[config.mk]
export PLATFORM = sky130hd
export DESIGN_NAME = nfm_regs
export DESIGN_NICKNAME = d
export VERILOG_FILES = /design/src/common/nfm_pkg.sv /design/src/hdl/nfm_regs.sv
export VERILOG_INCLUDE_DIRS = /design/src /design/src/common
export SDC_FILE = /design/constraint.sdc
export NUM_CORES = 1
export LEC_CHECK = 0
export BUFFER_PORTS_ARGS = -buffer_cell sky130_fd_sc_hd__buf_2
export CAP_MARGIN = 20
export CORE_MARGIN = 2
export CORE_UTILIZATION = 30
export CTS_CLUSTER_DIAMETER = 50
export DETAILED_ROUTE_END_ITERATION = 12
export PLACE_DENSITY = 0.55
export SYNTH_ARGS = -nofsm -noshare
export SYNTH_HDL_FRONTEND = slang
export SYNTH_SLANG_ARGS = --single-unit
[constraint.sdc]
create_clock -name clk -period 2.1 [get_ports clk]
set_input_delay 0.21 -clock clk [delete_from_list [all_inputs] [get_ports clk]]
set_output_delay 0.21 -clock clk [all_outputs]
set_load 0.005 [all_outputs]
[src/common/nfm_cfg.svh]
// constants for the operation, mode and bit-rate register bank
`ifndef NFM_CFG_SVH
`define NFM_CFG_SVH
`define NFM_ADDR_OPCTL 8'h08
`define NFM_ADDR_MODE 8'h0C
`define NFM_ADDR_RATE 8'h10
`define NFM_ADDR_NORMRATE 8'h14
`define NFM_ADDR_STATUS 8'h18
`define NFM_IDX_OPCTL 8'h02
`define NFM_IDX_MODE 8'h03
`define NFM_IDX_RATE 8'h04
`define NFM_OPCTL_RESET 8'h00
`define NFM_MODE_RESET 8'h08
`define NFM_RATE_RESET 8'h00
`define NFM_NORMRATE_RESET 8'h00
`define NFM_OPCTL_MASK 8'hFC
`define NFM_MODE_MASK 8'hF9
`define NFM_RATE_MASK 8'hFF
`define NFM_BIT_READY 7
`define NFM_BIT_RXEN 6
`define NFM_BIT_RXONECH 5
`define NFM_BIT_RXMAN 4
`define NFM_BIT_TXEN 3
`define NFM_BIT_WAKEUP 2
`define NFM_BIT_TARGET 7
`define NFM_BIT_AUTORCA 0
`define NFM_OPMODE_HI 6
`define NFM_OPMODE_LO 3
`define NFM_TXRATE_HI 7
`define NFM_TXRATE_LO 4
`define NFM_RXRATE_HI 3
`define NFM_RXRATE_LO 0
`define NFM_VHR_FIRST 4'h4
`define NFM_VHR_RX_LAST 4'h5
`define NFM_RATE_LAST 4'h6
`endif

[src/common/nfm_pkg.sv]
// types for the operation, mode and bit-rate register bank
package nfm_pkg;
  typedef enum logic [3:0] {
    NFM_OM_PEER = 4'h0,
    NFM_OM_TYPEA = 4'h1,
    NFM_OM_TYPEB = 4'h2,
    NFM_OM_CARD3 = 4'h3,
    NFM_OM_TYPE1 = 4'h4,
    NFM_OM_SUBC = 4'hE,
    NFM_OM_BPSK = 4'hF
  } nfm_opmode_t;

  typedef enum logic [2:0] {
    NFM_P_INIT_PEER = 3'b000,
    NFM_P_INIT_CARD = 3'b001,
    NFM_P_INIT_STREAM = 3'b010,
    NFM_P_TARG_DETECT = 3'b011,
    NFM_P_TARG_NORMAL = 3'b100,
    NFM_P_NONE = 3'b111
  } nfm_proto_t;

  typedef struct packed {
    logic psel;
    logic penable;
    logic pwrite;
    logic [7:0] paddr;
    logic [31:0] pwdata;
  } nfm_apb_req_t;

  typedef struct packed {
    logic pready;
    logic pslverr;
    logic [31:0] prdata;
  } nfm_apb_rsp_t;

  typedef struct packed {
    logic fieldOnCmd;
    logic transmitDone;
    logic setDefaultCmd;
    logic goNormalCmd;
    logic extFieldOff;
  } nfm_event_t;

  typedef struct packed {
    logic readyMode;
    logic rxEnable;
    logic rxOneChannel;
    logic rxManualSel;
    logic txEnable;
    logic wakeupEnable;
    logic targetRole;
    logic [3:0] opMode;
    logic [3:0] transmitRateCode;
    logic [3:0] receiveRateCode;
    logic rxRateUsed;
    logic veryHighRate;
    logic startCollisionAvoid;
    logic modeValid;
    logic rateValid;
  } nfm_ctrl_t;

  typedef struct packed {
    logic [7:0] opctl;
    logic [7:0] mode;
    logic [7:0] rate;
    logic [7:0] normRate;
    logic [31:0] prdata;
    logic pslverr;
    logic caPulse;
  } nfm_state_t;
endpackage : nfm_pkg

[src/hdl/nfm_regs.sv]
// operation control, mode definition and bit-rate register bank, APB slave
`timescale 1ns/10ps
`include "nfm_cfg.svh"
module nfm_regs (
  input wire logic clk,
  input wire logic sys_rst,
  input wire nfm_pkg::nfm_apb_req_t apbReq,
  output nfm_pkg::nfm_apb_rsp_t apbRsp,
  input wire nfm_pkg::nfm_event_t evt,
  output nfm_pkg::nfm_ctrl_t ctrl
);
  import nfm_pkg::*;

  nfm_state_t st;
  nfm_state_t next_st;
  logic answerNow;
  logic acc;
  logic wr;
  logic roleCodeOk;
  logic txRateOk;
  logic rxRateOk;
  logic splitRates;
  logic outValid;
  logic [3:0] om;
  logic [3:0] txr;
  logic [3:0] rxr;
  nfm_proto_t proto;

  // only the first access cycle is taken, so an event in the wait
  // cycle is not overwritten by a second copy of the same write
  assign acc = apbReq.psel & apbReq.penable & ~answerNow;
  assign wr = acc & apbReq.pwrite;
  assign om = st.mode[`NFM_OPMODE_HI:`NFM_OPMODE_LO];
  assign txr = st.rate[`NFM_TXRATE_HI:`NFM_TXRATE_LO];
  assign rxr = st.rate[`NFM_RXRATE_HI:`NFM_RXRATE_LO];

  // protocol class from role and op-mode code
  always_comb begin
    proto = NFM_P_NONE;
    if (st.mode[`NFM_BIT_TARGET]) begin
      case (om)
        4'h0: proto = NFM_P_TARG_DETECT;
        4'h1: proto = NFM_P_TARG_NORMAL;
        default: proto = NFM_P_NONE;
      endcase
    end else begin
      case (om)
        NFM_OM_PEER: proto = NFM_P_INIT_PEER;
        NFM_OM_TYPEA, NFM_OM_TYPEB, NFM_OM_CARD3,
        NFM_OM_TYPE1: proto = NFM_P_INIT_CARD;
        NFM_OM_SUBC, NFM_OM_BPSK: proto = NFM_P_INIT_STREAM;
        default: proto = NFM_P_NONE;
      endcase
    end
  end

  assign roleCodeOk = (proto != NFM_P_NONE);
  // peer modes run one shared rate; card and stream modes may split
  assign splitRates = (proto == NFM_P_INIT_CARD)
    || (proto == NFM_P_INIT_STREAM);
  // very high transmit rate only with type B
  assign txRateOk = (txr <= `NFM_RATE_LAST)
    && ((txr < `NFM_VHR_FIRST) || (!st.mode[`NFM_BIT_TARGET]
    && om == NFM_OM_TYPEB));
  // very high receive rates: only /8 and /4
  assign rxRateOk = !splitRates || ((rxr <= `NFM_RATE_LAST)
    && (rxr <= `NFM_VHR_RX_LAST));
  assign outValid = roleCodeOk && txRateOk && rxRateOk;

  always_comb begin
    next_st = st;
    next_st.caPulse = 1'b0;
    next_st.pslverr = 1'b0;
    if (acc && !apbReq.pwrite) begin
      next_st.prdata = 32'h0000_0000;
      case (apbReq.paddr)
        `NFM_ADDR_OPCTL: next_st.prdata[7:0] = st.opctl;
        `NFM_ADDR_MODE: next_st.prdata[7:0] = st.mode;
        `NFM_ADDR_RATE: next_st.prdata[7:0] = st.rate;
        `NFM_ADDR_NORMRATE: next_st.prdata[7:0] = st.normRate;
        `NFM_ADDR_STATUS:
          next_st.prdata[2:0] = {rxRateOk & txRateOk, roleCodeOk, outValid};
        default: next_st.pslverr = 1'b1;
      endcase
    end
    if (wr) begin
      case (apbReq.paddr)
        `NFM_ADDR_OPCTL:
          next_st.opctl = apbReq.pwdata[7:0] & `NFM_OPCTL_MASK;
        `NFM_ADDR_MODE:
          next_st.mode = apbReq.pwdata[7:0] & `NFM_MODE_MASK;
        `NFM_ADDR_RATE:
          next_st.rate = apbReq.pwdata[7:0] & `NFM_RATE_MASK;
        `NFM_ADDR_NORMRATE:
          next_st.normRate = apbReq.pwdata[7:0] & `NFM_RATE_MASK;
        `NFM_ADDR_STATUS: next_st.pslverr = 1'b0;
        default: next_st.pslverr = 1'b1;
      endcase
    end
    // hardware events come after bus writes so they win the same cycle
    if (evt.transmitDone && (proto == NFM_P_INIT_PEER
        || proto == NFM_P_TARG_DETECT || proto == NFM_P_TARG_NORMAL)) begin
      next_st.opctl[`NFM_BIT_TXEN] = 1'b0;
    end
    if (evt.fieldOnCmd) begin
      next_st.opctl[`NFM_BIT_TXEN] = 1'b1;
    end
    // set-default leaves operation control alone
    if (evt.setDefaultCmd) begin
      next_st.mode = `NFM_MODE_RESET;
      next_st.rate = `NFM_RATE_RESET;
    end
    if (evt.goNormalCmd) begin
      next_st.rate = st.normRate;
    end
    next_st.caPulse = evt.extFieldOff
      & st.mode[`NFM_BIT_AUTORCA];
  end

  always_ff @(posedge clk or posedge sys_rst) begin
    if (sys_rst) begin
      st.opctl <= `NFM_OPCTL_RESET;
      st.mode <= `NFM_MODE_RESET;
      st.rate <= `NFM_RATE_RESET;
      st.normRate <= `NFM_NORMRATE_RESET;
      st.prdata <= 32'h0000_0000;
      st.pslverr <= 1'b0;
      st.caPulse <= 1'b0;
    end else begin
      st <= next_st;
    end
  end

  // one-wait slave: data registered at the edge that ends the first access
  // cycle, so prdata is captured in the first access cycle; answer is
  // given in the second access cycle
  always_ff @(posedge clk or posedge sys_rst) begin
    if (sys_rst) begin
      answerNow <= 1'b0;
    end else begin
      answerNow <= acc & ~answerNow;
    end
  end

  assign apbRsp.pready = answerNow;
  assign apbRsp.prdata = st.prdata;
  assign apbRsp.pslverr = st.pslverr;

  always_comb begin
    ctrl.readyMode = st.opctl[`NFM_BIT_READY];
    ctrl.rxEnable = st.opctl[`NFM_BIT_RXEN] & outValid;
    ctrl.rxOneChannel = st.opctl[`NFM_BIT_RXONECH];
    ctrl.rxManualSel = st.opctl[`NFM_BIT_RXMAN]
      & ~st.opctl[`NFM_BIT_RXONECH];
    ctrl.txEnable = st.opctl[`NFM_BIT_TXEN] & outValid;
    ctrl.wakeupEnable = st.opctl[`NFM_BIT_WAKEUP];
    ctrl.targetRole = st.mode[`NFM_BIT_TARGET];
    ctrl.opMode = om;
    ctrl.transmitRateCode = txr;
    ctrl.receiveRateCode = splitRates ? rxr : txr;
    ctrl.rxRateUsed = splitRates;
    ctrl.veryHighRate = (txr >= `NFM_VHR_FIRST)
      || (splitRates && rxr >= `NFM_VHR_FIRST);
    ctrl.startCollisionAvoid = st.caPulse;
    ctrl.modeValid = roleCodeOk;
    ctrl.rateValid = txRateOk & rxRateOk;
  end
endmodule : nfm_regs

## Yosys cells after proc, flatten, opt, wreduce, memory -nomap -nowiden

Index checks and enable logic that the tools add are counted.

| cells by class | value |
|---|---|
| $lt $le $gt $ge | 6 |
| eq/ne operators | 16 |
| mux-type cells | 19 |
| bitwise operators | 11 |
| reductions and logical operators | 34 |

Operators with widths:

| kind | count |
|---|---|
| $mux W8 | 4 |
| $mux W28 | 1 |
| $eq A8 B5 Y1 const B | 3 |
| $pmux W5 S4 | 1 |
| $eq A8 B4 Y1 const B | 2 |
| $mux W16 | 1 |
| $pmux W3 S5 | 1 |
| $le A4 B3 Y1 const B | 3 |
| $reduce_bool A3 Y1 | 4 |
| $reduce_and A2 Y1 | 5 |
| $and A1 B1 Y1 | 9 |
| $pmux W3 S3 | 1 |
| $eq A4 B2 Y1 const B | 2 |
| $eq A4 B4 Y1 const B | 2 |
| $ge A4 B3 Y1 const B | 2 |
| $logic_and A1 B1 Y1 | 8 |
| $mux W4 | 2 |
| $reduce_or A4 Y1 | 2 |
| $eq A3 B2 Y1 const B | 2 |
| $logic_or A1 B1 Y1 | 6 |
| $pmux W3 S2 | 1 |
| $mux W1 | 5 |
| $reduce_or A5 Y1 | 1 |
| $eq A4 B1 Y1 const B | 1 |
| other kinds (13) | 17 |

| word-level totals | value |
|---|---|
| register bits | 41 |
| input port bits | 50 |
| logic and storage cells | 95 |

## Logic depth before layout (Yosys ltp)

Gate-level depths: netlist (run 1).

| logic depth | value |
|---|---|
| depth after elaboration | 10 |
| depth in mapped cells | 6 |
| mapped depth without buffers | 4 |

## Worst setup path before layout (run 1)

OpenSTA, ideal clock, no wires.

| timing | value |
|---|---|
| path kind | input to register |
| start point | in apbReq[38] (netlist name) |
| end point | reg st[34] (netlist name) |
| setup time | 0.125 ns |
| arrival | 1.945 ns |
| required time | 1.975 ns |
| setup slack | 0.030 ns |
| stages on the path | 5 |
| path buffers | 1 |
| cell sequence | or4_1 -> buf_6 -> or3_4 -> nor3_4 -> mux2_2 |

| between the ends | value |
|---|---|
| longest elaborated chain between the ends | 2 |

Ends and longest elaborated chain:

| element | RTL line | text |
|---|---|---|
| start: declaration | nfm_regs.sv:7 | `input wire nfm_pkg::nfm_apb_req_t apbReq,` |
| $eq A8 B5 Y1 | nfm_regs.sv:87 | `case (apbReq.paddr)` |
| $reduce_and A2 Y1 (no line) | n/a |  |
| end signal: assignment | nfm_regs.sv:130 | `st <= next_st;` |
| end: declaration | nfm_regs.sv:14 | `nfm_state_t st;` |

No other way between the ends.
A chain may end at the register's enable or synchronous reset.

==> Implementation_results.wiki, run 1 <==
{| class="wikitable"
! Metric !! Value
|-
| Placeable Area || 8300 sq um
|-
| Number of vias per cell || 4.78
|-
| Placer congestion estimate || ~0.8
|-
| Average cell area after synthesis || 10.2 sq um
|-
| RSZ-0062 raised after global routing || yes
|-
| # placed instances || between 300 and 400
|-
| Worst clock skew on the final layout || around 0.0062 ns
|-
| Critical path fanouts, max || 4
|-
| Die area || 9370 sq um
|-
| Post-DP HPWL || ~4800 um
|-
| Netlist cell types || 53
|-
| Post-synthesis cell type with the largest combined area || dfrtp_1
|-
| Worst Setup End Kind || output pin
|-
| Clock sinks || 39
|-
| Area of the multi-input gates || 1300 sq um
|-
| Starting density of the core || 0.311
|-
| Outcome || finished, violations left
|-
| Final Hold Fails || 0
|-
| Met2 usage in global routing || 0.220
|-
| Max Transition Viols Final || 0
|-
| Number of fillers in the final layout || 857
|-
| Pleak || 1.48 nW
|-
| Count of routing violations after the opening detailed-route iteration || 87
|-
| Final standard cell utilization of the core || 0.368
|-
| Crit path required time || 1.89 ns
|-
| Share of synthesized registers carrying an async set or reset || 1.00
|-
| Hold buffer count at cts || 0
|-
| Root buf cell || clkbuf_8
|-
| Total GRT Usage || 0.141
|-
| Row cnt || 33
|-
| Period utilisation layout || 1.02
|-
| Clock input transition at the sequential cells of the worst setup and hold paths || 0.08 ns
|-
| Congestion Overflow GR || 0
|-
| Worst-case setup margin in the final layout || -0.0401 ns
|-
| Number of global-route vias before repair || 1,853
|-
| Fraction of the yosys area taken by sequential cells || 0.378
|-
| Failing checks || setup timing
|-
| Grt met1 use || 0.198
|-
| H-tree Lvls || 2
|-
| Category of the worst setup path launch point || flop
|-
| Clk buf depth || 2
|-
| Layer with the highest usage after global routing || met2
|-
| Skew-Pair Late Insertion Delay || approximately 0.30 ns
|-
| Count of antenna-violating nets left after detailed routing || 0
|-
| Number of enable-type register cells in the synthesized netlist || 0
|-
| Count of final setup violators || 2
|-
| TritonCTS clock tree || built
|-
| Routed WL || 6560 um
|-
| Post-detailed-route wirelength per cell || 16.1 um
|-
| Syn. warnings || 0
|-
| Number of inserted diodes || 0
|-
| Area overhead of the layout relative to synthesis || 18.3%
|-
| Synthesis-stage register bit count || 39
|-
| Antenna violations before repair || 0
|-
| Die Wd || 96.8 um
|-
| Pre-antenna DRT Iters || 4
|-
| Highest attainable clock frequency || 467 MHz
|-
| Cell Area, Placed || 2800 sq um
|-
| Gate Count Post-Synth || 252
|-
| Class of the most critical hold timing path || in -> async
|-
| Worst-Margin Slew || 0.531 ns
|-
| Die height || 96.8 um
|-
| Total Nets Final || between 300 and 400
|-
| Number of remaining DRC errors || 0
|-
| Post-route non-filler standard cell count || 408
|-
| Met3 usage || 0.0275
|-
| Power Dens Cells || 501 nW/um^2
|-
| Largest net degree at the start of global routing || 40
|-
| Most area-consuming cells after synthesis || dfrtp_1 37%, buf_4 14%, mux2_2 7.8%
|-
| Final Cell Area || 3060 sq um
|-
| Share of layout cells above drive strength 1 || 0.436
|-
| Synth Cell Area || 2580 sq um
|-
| Global-route wire length before repair || 10,300 um
|-
| Top-area cell type share of the netlist area || 0.368
|-
| Worst VDD drop || between 200 and 250 uV
|-
| Crit path arrival time || 1.93 ns
|-
| Slew HR || 0.642
|-
| Type of the worst setup path || reg -> out
|-
| Min Tclk post-route || 2.14 ns
|-
| Most instantiated flip-flop cell in the synthesis netlist || dfrtp_1
|-
| Top-level I/O count || 108
|-
| Area used by sequential logic in the layout || 982 sq um
|-
| Reported max-cap violation count || 0
|-
| Buffers on Ports || roughly 60
|-
| CTS buffer count || 5
|-
| Number of vias after detailed routing || roughly 2,000
|}
-- placed cells by master, fill, tap and decap left out, types with 3 or more instances in the layout --
| cell type | netlist | routed |
|---|---|---|
| inv_1 | 4 | 4 |
| a21oi_1 | 13 | 13 |
| o22ai_1 | 5 | 5 |
| nand2_1 | 5 | 5 |
| conb_1 | 1 | 24 |
| nand2b_1 | 4 | 4 |
| nor2_1 | 19 | 17 |
| buf_2 | 1 | 55 |
| mux2i_1 | 16 | 16 |
| mux2_4 | 0 | 4 |
| clkbuf_8 | 2 | 6 |
| nor3_1 | 3 | 3 |
| a22o_1 | 5 | 5 |
| buf_6 | 1 | 7 |
| mux2_2 | 18 | 14 |
| dfrtp_2 | 0 | 4 |
| nand3_1 | 3 | 3 |
| buf_4 | 49 | 19 |
| a22oi_1 | 8 | 8 |
| dfrtp_1 | 38 | 34 |
| nand3b_1 | 7 | 7 |
-- critical path, stage by stage (launching register included) --
cell and delay (ns):
dfrtp_2 0.42, buf_6 0.13, nor4b_4 0.26, a211oi_4 0.10, buf_6 0.14, o31ai_1 0.39
buf_2 0.19
-- where the power goes --
part / internal [mW] / total, mW / switching, mW
logic: 0.0974 / 0.222 / 0.124
clock network: 0.258 / 0.524 / 0.267
registers: 0.766 / 0.783 / 0.0178
total: 1.12 / 1.53 / 0.409
-- cell families after synthesis --
family | share of synthesized area
simple gates | 0.164
mux | 0.141
flops | 0.378
buf+inv | 0.181
compound gates | 0.134
other cells | 0.00145
-- timing repair --
item                       CTS  global route
pin swaps                    1             3
setup endpoints to repair    7             7
gates resized for setup      8            20
buffers inserted             2             4
-- cell usage after synthesis (all sizes together), types with 2 or more instances --
library cell  count
buf              53
dfrtp            38
nor2             19
mux2             18
mux2i            16
a21oi            13
a22oi             8
clkbuf            8
nand3b            7
a22o              5
nand2             5
o22ai             5
inv               4
nand2b            4
nor3              4
nor4              4
and2              3
nand3             3
nand4b            2
nor4b             2
o211a             2
o211ai            2
o21a              2
or2               2
-- area by class of cell --
class / instances / share of cell area
clock buffer: 6 / 0.0270
clock inverter: 1 / 0.00164
inverter: 4 / 0.00491
multi-input combinational: 170 / 0.426
sequential: 39 / 0.321
tap: 105 / 0.0430
timing repair buffer: 83 / 0.176
-- layer usage --
layer | share of wire | routed length [um]
met2 | 0.48 | 3130
met1 | 0.45 | 2970
met5 | 0 | 0
met4 | 0.013 | 82
met3 | 0.058 | 381
-- state kept, by name, summed over array words and instances (netlist names) --
| register | cells |
|---|---|
| st | 12 |
| ctrl | 13 |
| rxr | 4 |
| apbRsp | 9 |
| answerNow | 1 |
-- worst paths after layout --
path	slack (ns)	endpoint	cells past startpoint	start
min reg2reg	0.49	apbRsp[1]$_DFFE_PP0P_	2	apbRsp[1]$_DFFE_PP0P_
max in group asynchronous	1.69	ctrl[14]$_DFFE_PP0P_	3	sys_rst
max reg2reg	0.26	apbRsp[0]$_DFFE_PP0P_	6	ctrl[13]$_DFFE_PP1P_
max	-0.04	ctrl[3]	6	ctrl[14]$_DFFE_PP0P_
min	0.01	apbRsp[32]$_DFF_PP0_	3	sys_rst
min in group clk	0.10	st[61]$_DFFE_PP0P_	2	evt[4]
-- through the flow --
step	TNS (ns)	hold WS [ns]	power, mW	setup slack (ns)
after floorplan	0	0.302	0.956	0.0298
after global placement	-0.0761	0.368	0.999	-0.00731
after detailed placement	-0.0764	0.362	1.00	-0.0108
after CTS	-0.320	0.0372	1.54	-0.0762
after global routing	-0.212	0.0746	1.61	-0.0454
final	-0.0456	0.0111	1.53	-0.0401
(Power assumes the default switching activity.)
==> run 2, diff against run 1 <==
==> constraint.sdc (replaced) <==
create_clock -name clk -period 2.4 [get_ports clk]
set_input_delay 0.36 -clock clk [delete_from_list [all_inputs] [get_ports clk]]
set_output_delay 0.36 -clock clk [all_outputs]
set_load 0.005 [all_outputs]
==> run 2 against run 1 <==
Against the previous run: the flow now finishes without violations; largest cell class unchanged; sequential cell count stayed put; global-route usage is 0.36 points lower; first-iteration DRC count is 11% lower; register-to-register slack better by 0.32 ns; die area stayed put; combinational power is 23% lower; sequential share of layout area is 1.5 points higher; power is 6.3% lower; cell count is 1.7% lower.
==> Implementation_results.wiki, run 2 (synthesis results as in run 1) <==
{| class="wikitable"
! Metric !! Value
|-
| Skew-Pair Late Insertion Delay || 0.29 ns (about the same)
|-
| Sw Pwr || 359 uW (-12%)
|-
| Class of the most critical hold timing path || in -> async
|-
| Pleak || 1.43 nW (-3.4%)
|-
| Highest attainable clock frequency || about 430 MHz
|-
| Clock input transition at the sequential cells of the worst setup and hold paths || 0.08 ns (about the same)
|-
| Number of vias after detailed routing || 1,920 (-1.6%)
|-
| Total Nets Final || 345 (-2.3%)
|-
| Clock sinks || 39 (unchanged)
|-
| Crit path required time || 2.04 ns (+0.15 ns)
|-
| Final Hold Fails || 0 (unchanged)
|-
| Destination of the worst register-to-register timing path || st[40]$_DFFE_PP0P_
|-
| Post-detailed-route wirelength per cell || 15.9 um (-1.1%)
|-
| Reg-to-Reg Start || answerNow$_DFF_PP0_
|-
| Die Wd || 96.8 um (unchanged)
|-
| Global-route wire length before repair || 10,200 um (-0.48%)
|-
| Crit path arrival time || 1.95 ns (+0.02 ns)
|-
| Antenna violations before repair || 0 (unchanged)
|-
| Starting density of the core || 0.311 (unchanged)
|-
| Buffers on Ports || 59 (unchanged)
|-
| Outcome || completed
|-
| Slew HR || 0.659 (+0.0165)
|-
| Sw Ratio || 0.251 (-0.0167)
|-
| Clock group share of total power || 0.402 (+0.059)
|-
| Setup slack on the worst flop-to-flop path || 0.58 ns (+0.32 ns)
|-
| Most common library cell in the layout ignoring fill and taps || buf_2
|-
| Final Cell Area || 2900 sq um (-5.0%)
|-
| H-tree Lvls || 2 (unchanged)
|-
| Met2 WL post-DR || 3050 um (-2.6%)
|-
| Number of remaining DRC errors || 0 (unchanged)
|-
| Worst Setup End Kind || output pin
|-
| Worst-Margin Slew || 0.511 ns (-0.0199 ns)
|-
| Number of global-route vias before repair || 1,893 (+2.2%)
|-
| Worst path max stage delay || 0.57 ns (+0.15 ns)
|-
| Placer congestion estimate || 0.813 (+2.1%)
|-
| Largest register FFs || 13 (unchanged)
|-
| Worst VDD drop || 253 uV (+5.1%)
|-
| Root buf cell || clkbuf_8
|-
| Sequence of cells on the critical path || and4b_1 -> a211o_1 -> o211a_1 -> and2_1 -> buf_2
|-
| Total GRT Usage || 0.137 (-0.00364)
|-
| Setup total negative slack || 0 ns (+0.0456 ns)
|-
| Top-level I/O count || 108 (unchanged)
|-
| Largest net degree at the start of global routing || 40 (unchanged)
|-
| Cells on worst reg2reg path || 5 (-1)
|-
| Max Transition Viols Final || 0 (unchanged)
|-
| Standard cell with the maximum stage delay on the critical path || dfrtp_1
|-
| Worst-case setup margin in the final layout || 0.0925 ns (+0.133 ns)
|-
| Type of the worst setup path || reg -> out
|-
| Fraction of power consumed by sequential logic || 0.478 (-0.034)
|-
| Count of final setup violators || 0 (-2)
|-
| Share of layout cells above drive strength 1 || 0.385 (-0.0505)
|-
| Reported max-cap violation count || 0 (unchanged)
|-
| CP bufs+invs || 1 (-2)
|-
| Count of antenna-violating nets left after detailed routing || 0 (unchanged)
|-
| Die height || 96.8 um (unchanged)
|-
| Min Tclk post-route || 2.31 ns
|-
| Power Dens Cells || 494 nW/um^2 (-1.4%)
|-
| Congestion Overflow GR || 0 (unchanged)
|-
| Count of routing violations after the opening detailed-route iteration || 77 (-11%)
|-
| Critical path fanouts, max || 11 (+7)
|-
| CP delay by family, top || flip-flops
|-
| Clk buf depth || 2 (unchanged)
|-
| Top library cells by usage in the layout, fill and taps aside || 59 x buf_2, 38 x dfrtp_1, 24 x conb_1, 19 x nor2_1, 18 x mux2_2
|-
| Worst clock skew on the final layout || 0.00214 ns (-0.00407 ns)
|-
| TritonCTS clock tree || built
|-
| Category of the worst setup path launch point || flop
|-
| Internal power component || 1.07 mW (-4.1%)
|-
| Share of power burned in combinational logic || 0.119 (-0.026)
|-
| RSZ-0062 raised after global routing || no
|-
| Setup slack after placement || 0.0509 ns (+0.0617 ns)
|-
| Area overhead of the layout relative to synthesis || 12.5%
|-
| Routed WL || 6380 um (-2.8%)
|-
| Pre-antenna DRT Iters || 4 (unchanged)
|-
| Row cnt || 33 (unchanged)
|-
| Routed length on met3 || 420 um (+10%)
|-
| Number of vias per cell || 4.79 (+0.13%)
|-
| Die area || 9370 sq um (unchanged)
|-
| CTS buffer count || 5 (unchanged)
|-
| Period utilisation layout || 0.961
|-
| Routed length on met1 || 2860 um (-3.6%)
|-
| Top Layer Used || met4
|-
| Cell Area, Placed || 2780 sq um (-0.98%)
|-
| Placeable Area || 8300 sq um (unchanged)
|-
| Post-DP HPWL || 4820 um (-0.67%)
|-
| Number of inserted diodes || 0 (unchanged)
|}
[run 2: cell types whose count changed in the layout (fill, tap and decap cells not counted), sizes merged]
cell,change
buf,-8
bufinv,+1
[run 2: cell type report]
class                   count  area, sq um
repair buffers             75          428
clock buffers               6         82.6
flip-flops and latches     39          977
fillers                   851         5400
well taps                 105          131
inverters                   4         15.0
clock inverters             2         35.0
multi-input cells         170         1230
[run 2: power groups by stage]
| stage | combinational, mW | clock [mW] | sequential, mW |
|---|---|---|---|
| finish | 0.171 | 0.577 | 0.685 |
| global route | 0.192 | 0.616 | 0.688 |
| CTS | 0.174 | 0.592 | 0.686 |
| detailed placement | 0.173 | 0 | 0.699 |
| global placement | 0.172 | 0 | 0.698 |
| floorplan | 0.144 | 0 | 0.692 |
[run 2: stage by stage]
stage,hold WS [ns],cells,total power [mW],utilization
final,0.180,401,1.43,0.350
after detailed placement,0.462,393,0.871,0.334
after CTS,0.201,401,1.45,0.349
after global placement,0.469,393,0.870,0.334
after floorplan,0.450,275,0.837,-
after global routing,0.240,401,1.50,0.350
[run 2: layer usage]
| metal | track usage | up-vias |
|---|---|---|
| met3 | 0.0325 | 4 |
| met5 | 0 | - |
| li1 | - | 917 |
| met2 | 0.228 | 74 |
| met4 | 0.0325 | 0 |
| met1 | 0.181 | 925 |
[run 2: worst max path at each step]
stage | startpoint | end | slack (ns) | depth (start not counted)
after floorplan | apbReq[38] | st[34]$_DFFE_PP0P_ | 0.18 | 5
after detailed placement | apbReq[38] | st[40]$_DFFE_PP0P_ | 0.05 | 6
after global placement | apbReq[38] | st[37]$_DFFE_PP0P_ | 0.08 | 6
after CTS | ctrl[13]$_DFFE_PP1P_ | ctrl[22] | 0.07 | 6
final | ctrl[17]$_DFFE_PP0P_ | ctrl[22] | 0.09 | 5
after global routing | ctrl[16]$_DFFE_PP0P_ | ctrl[8] | 0.002 | 6
[run 2: worst register-to-register path, stage by stage, from the launching register on]
cell      delay, ns
dfrtp_1        0.39
nand4b_1       0.24
or3_4          0.38
nor3_4         0.21
buf_12         0.15
mux2_2         0.33
[run 2: repair_timing]
| item | 4_1_cts | 5_1_grt |
|---|---|---|
| gates resized for setup | 0 | 2 |
| buffers inserted | 0 | 0 |
| hold buffers | 0 | 0 |
| endpoints found under the setup margin | 0 | 7 |
==> run 3, diff against run 2 <==
--- a/config.mk
+++ b/config.mk
@@ -8,11 +8,13 @@
 export LEC_CHECK = 0
 export BUFFER_PORTS_ARGS = -buffer_cell sky130_fd_sc_hd__buf_2
 export CAP_MARGIN = 20
+export CELL_PAD_IN_SITES_DETAIL_PLACEMENT = 1
+export CELL_PAD_IN_SITES_GLOBAL_PLACEMENT = 1
 export CORE_MARGIN = 2
 export CORE_UTILIZATION = 30
 export CTS_CLUSTER_DIAMETER = 50
 export DETAILED_ROUTE_END_ITERATION = 12
-export PLACE_DENSITY = 0.55
+export PLACE_DENSITY = 0.7
 export SYNTH_ARGS = -nofsm -noshare
 export SYNTH_HDL_FRONTEND = slang
 export SYNTH_SLANG_ARGS = --single-unit
==> run 3 against run 2 <==
Against the previous run: wire length rose by 11%; count of clock-buffer cells in the layout stayed put; largest cell class unchanged; non-clock buffer count rose by 1; sequential power about the same; sequential cell count is the same; global-route usage increased by 1.4 points.
==> Implementation_results.wiki, run 3 (synthesis results as in run 1) <==
{| class="wikitable"
! Metric !! Value
|-
| Setup slack after placement || 0.100 ns (+0.0495 ns)
|-
| Congestion Overflow GR || 0 (unchanged)
|-
| Clk buf depth || 2 (unchanged)
|-
| Reported max-cap violation count || 0 (unchanged)
|-
| RSZ-0062 raised after global routing || yes
|-
| Number of remaining DRC errors || 0 (unchanged)
|-
| Setup total negative slack || 0 ns (unchanged)
|-
| Total power draw || 1.31 mW (-8.3%)
|-
| Number of global-route vias before repair || 2,058 (+8.7%)
|-
| Post-DP HPWL || 5370 um (+12%)
|-
| Skew-Pair Late Insertion Delay || 0.30 ns (about the same)
|-
| Final Hold Fails || 0 (unchanged)
|-
| Buffers on Ports || 59 (unchanged)
|-
| Starting density of the core || 0.311 (unchanged)
|-
| Worst clock skew on the final layout || 0.00968 ns (+0.00754 ns)
|-
| CTS buffer count || 5 (unchanged)
|-
| Min Tclk post-route || 2.33 ns (+0.0236 ns)
|-
| Crit path arrival time || 1.97 ns (+0.02 ns)
|-
| Clock sinks || 39 (unchanged)
|-
| Top library cells by usage in the layout, fill and taps aside || 59 x buf_2, 36 x dfrtp_1, 24 x conb_1, 18 x nor2_1, 18 x mux2_2
|-
| Class of the most critical hold timing path || in -> async
|-
| Category of the worst setup path launch point || flop
|-
| Share of layout cells above drive strength 1 || 0.397 (+0.0122)
|-
| Global-route wire length before repair || 11,300 um (+11%)
|-
| Number of vias after detailed routing || 1,964 (+2.3%)
|-
| Pre-antenna DRT Iters || 4 (unchanged)
|-
| Final Cell Area || 2910 sq um (+0.13%)
|-
| Most common library cell in the layout ignoring fill and taps || buf_2
|-
| Number of vias per cell || 4.89 (+2.0%)
|-
| Placer congestion estimate || 0.805 (-0.97%)
|-
| Hold buffer count at cts || 0 (unchanged)
|-
| Pleak || 1.41 nW (-1.4%)
|-
| Critical path fanouts, max || 5 (-6)
|-
| Cell Area, Placed || 2770 sq um (-0.27%)
|-
| Power Dens Cells || 452 nW/um^2 (-8.4%)
|-
| Period utilisation layout || 0.971 (+0.00984)
|-
| Count of routing violations after the opening detailed-route iteration || 145 (+88%)
|-
| Count of antenna-violating nets left after detailed routing || 0 (unchanged)
|-
| Die Wd || 96.8 um (unchanged)
|-
| Post-route non-filler standard cell count || 402 (+0.25%)
|-
| Clock input transition at the sequential cells of the worst setup and hold paths || 0.08 ns (about the same)
|-
| Routed WL || 7070 um (+11%)
|-
| Type of the worst setup path || reg -> out
|-
| Largest register FFs || 13 (unchanged)
|-
| Area overhead of the layout relative to synthesis || 12.6%
|-
| Largest net degree at the start of global routing || 40 (unchanged)
|-
| Top-level I/O count || 108 (unchanged)
|-
| Worst-case setup margin in the final layout || 0.0689 ns (-0.0236 ns)
|-
| Slew HR || 0.630 (-0.0290)
|-
| Die height || 96.8 um (unchanged)
|-
| Worst-Margin Slew || 0.550 ns (+0.0385 ns)
|-
| Root buf cell || clkbuf_8
|-
| Post-detailed-route wirelength per cell || 17.6 um (+11%)
|-
| H-tree Lvls || 2 (unchanged)
|-
| Highest attainable clock frequency || 429 MHz (-1.0%)
|-
| Number of inserted diodes || 0 (unchanged)
|-
| Die area || 9370 sq um (unchanged)
|-
| Total GRT Usage || 0.152 (+0.0144)
|-
| Row cnt || 33 (unchanged)
|-
| Outcome || completed
|-
| Count of final setup violators || 0 (unchanged)
|-
| Max Transition Viols Final || 0 (unchanged)
|-
| Worst Setup End Kind || output pin
|-
| Antenna violations before repair || 0 (unchanged)
|-
| Placeable Area || 8300 sq um (unchanged)
|-
| TritonCTS clock tree || built
|-
| Worst VDD drop || 223 uV (-12%)
|-
| # placed instances || 392 (-0.25%)
|-
| Total Nets Final || 346 (+0.29%)
|-
| Crit path required time || 2.04 ns (about the same)
|}
-- run 3: layout make-up --
| class | instances | area (sq um) |
|---|---|---|
| clock buffers | 6 | 72.6 |
| clock inverters | 2 | 12.5 |
| fillers | 980 | 5390 |
| inverters | 4 | 15.0 |
| multi-input cells | 170 | 1260 |
| flip-flops and latches | 39 | 980 |
| well taps | 105 | 131 |
| repair buffers | 76 | 435 |
-- run 3: worst paths after layout --
check,startpoint,endpoint,slack (ns),cells after the start
min in group clk,evt[4],st[61]$_DFFE_PP0P_,0.24,2
max in group asynchronous,sys_rst,ctrl[14]$_DFFE_PP0P_,1.86,3
max,ctrl[16]$_DFFE_PP0P_,ctrl[8],0.07,5
max reg2reg,answerNow$_DFF_PP0_,st[40]$_DFFE_PP0P_,0.59,5
min reg2reg,apbRsp[2]$_DFFE_PP0P_,apbRsp[2]$_DFFE_PP0P_,0.48,2
min,sys_rst,ctrl[17]$_DFFE_PP0P_,0.17,3
-- run 3: worst max-delay path, cell delays in order, from the launching register on --
cell and delay, ns:
dfrtp_1 0.46, nor4b_4 0.36, a211oi_4 0.08, nor2_2 0.25
mux2_2 0.39, buf_2 0.13
-- run 3: metal layers --
metal | GRT usage | share of wire
met4 | 0.0466 | 0.018
met3 | 0.0325 | 0.064
met1 | 0.199 | 0.43
met2 | 0.251 | 0.49
met5 | 0 | 0
-- run 3: repair_timing --
item	4_1_cts	5_1_grt
pin swaps	0	1
setup buffers	1	1
setup endpoints to repair	6	6
resized for setup	5	3
-- run 3: per-stage QoR --
stage	hold slack (ns)	util
CTS	0.195	0.347
finish	0.175	0.350
global route	0.220	0.350
detailed placement	0.474	0.333
global placement	0.470	0.333
floorplan	0.450	-
-- run 3: power by group --
| group | switching, mW | leakage, nW | internal (mW) |
|---|---|---|---|
| clock network | 0.248 | 0.0412 | 0.204 |
| registers | 0.0161 | 0.524 | 0.670 |
| logic | 0.107 | 0.843 | 0.0699 |
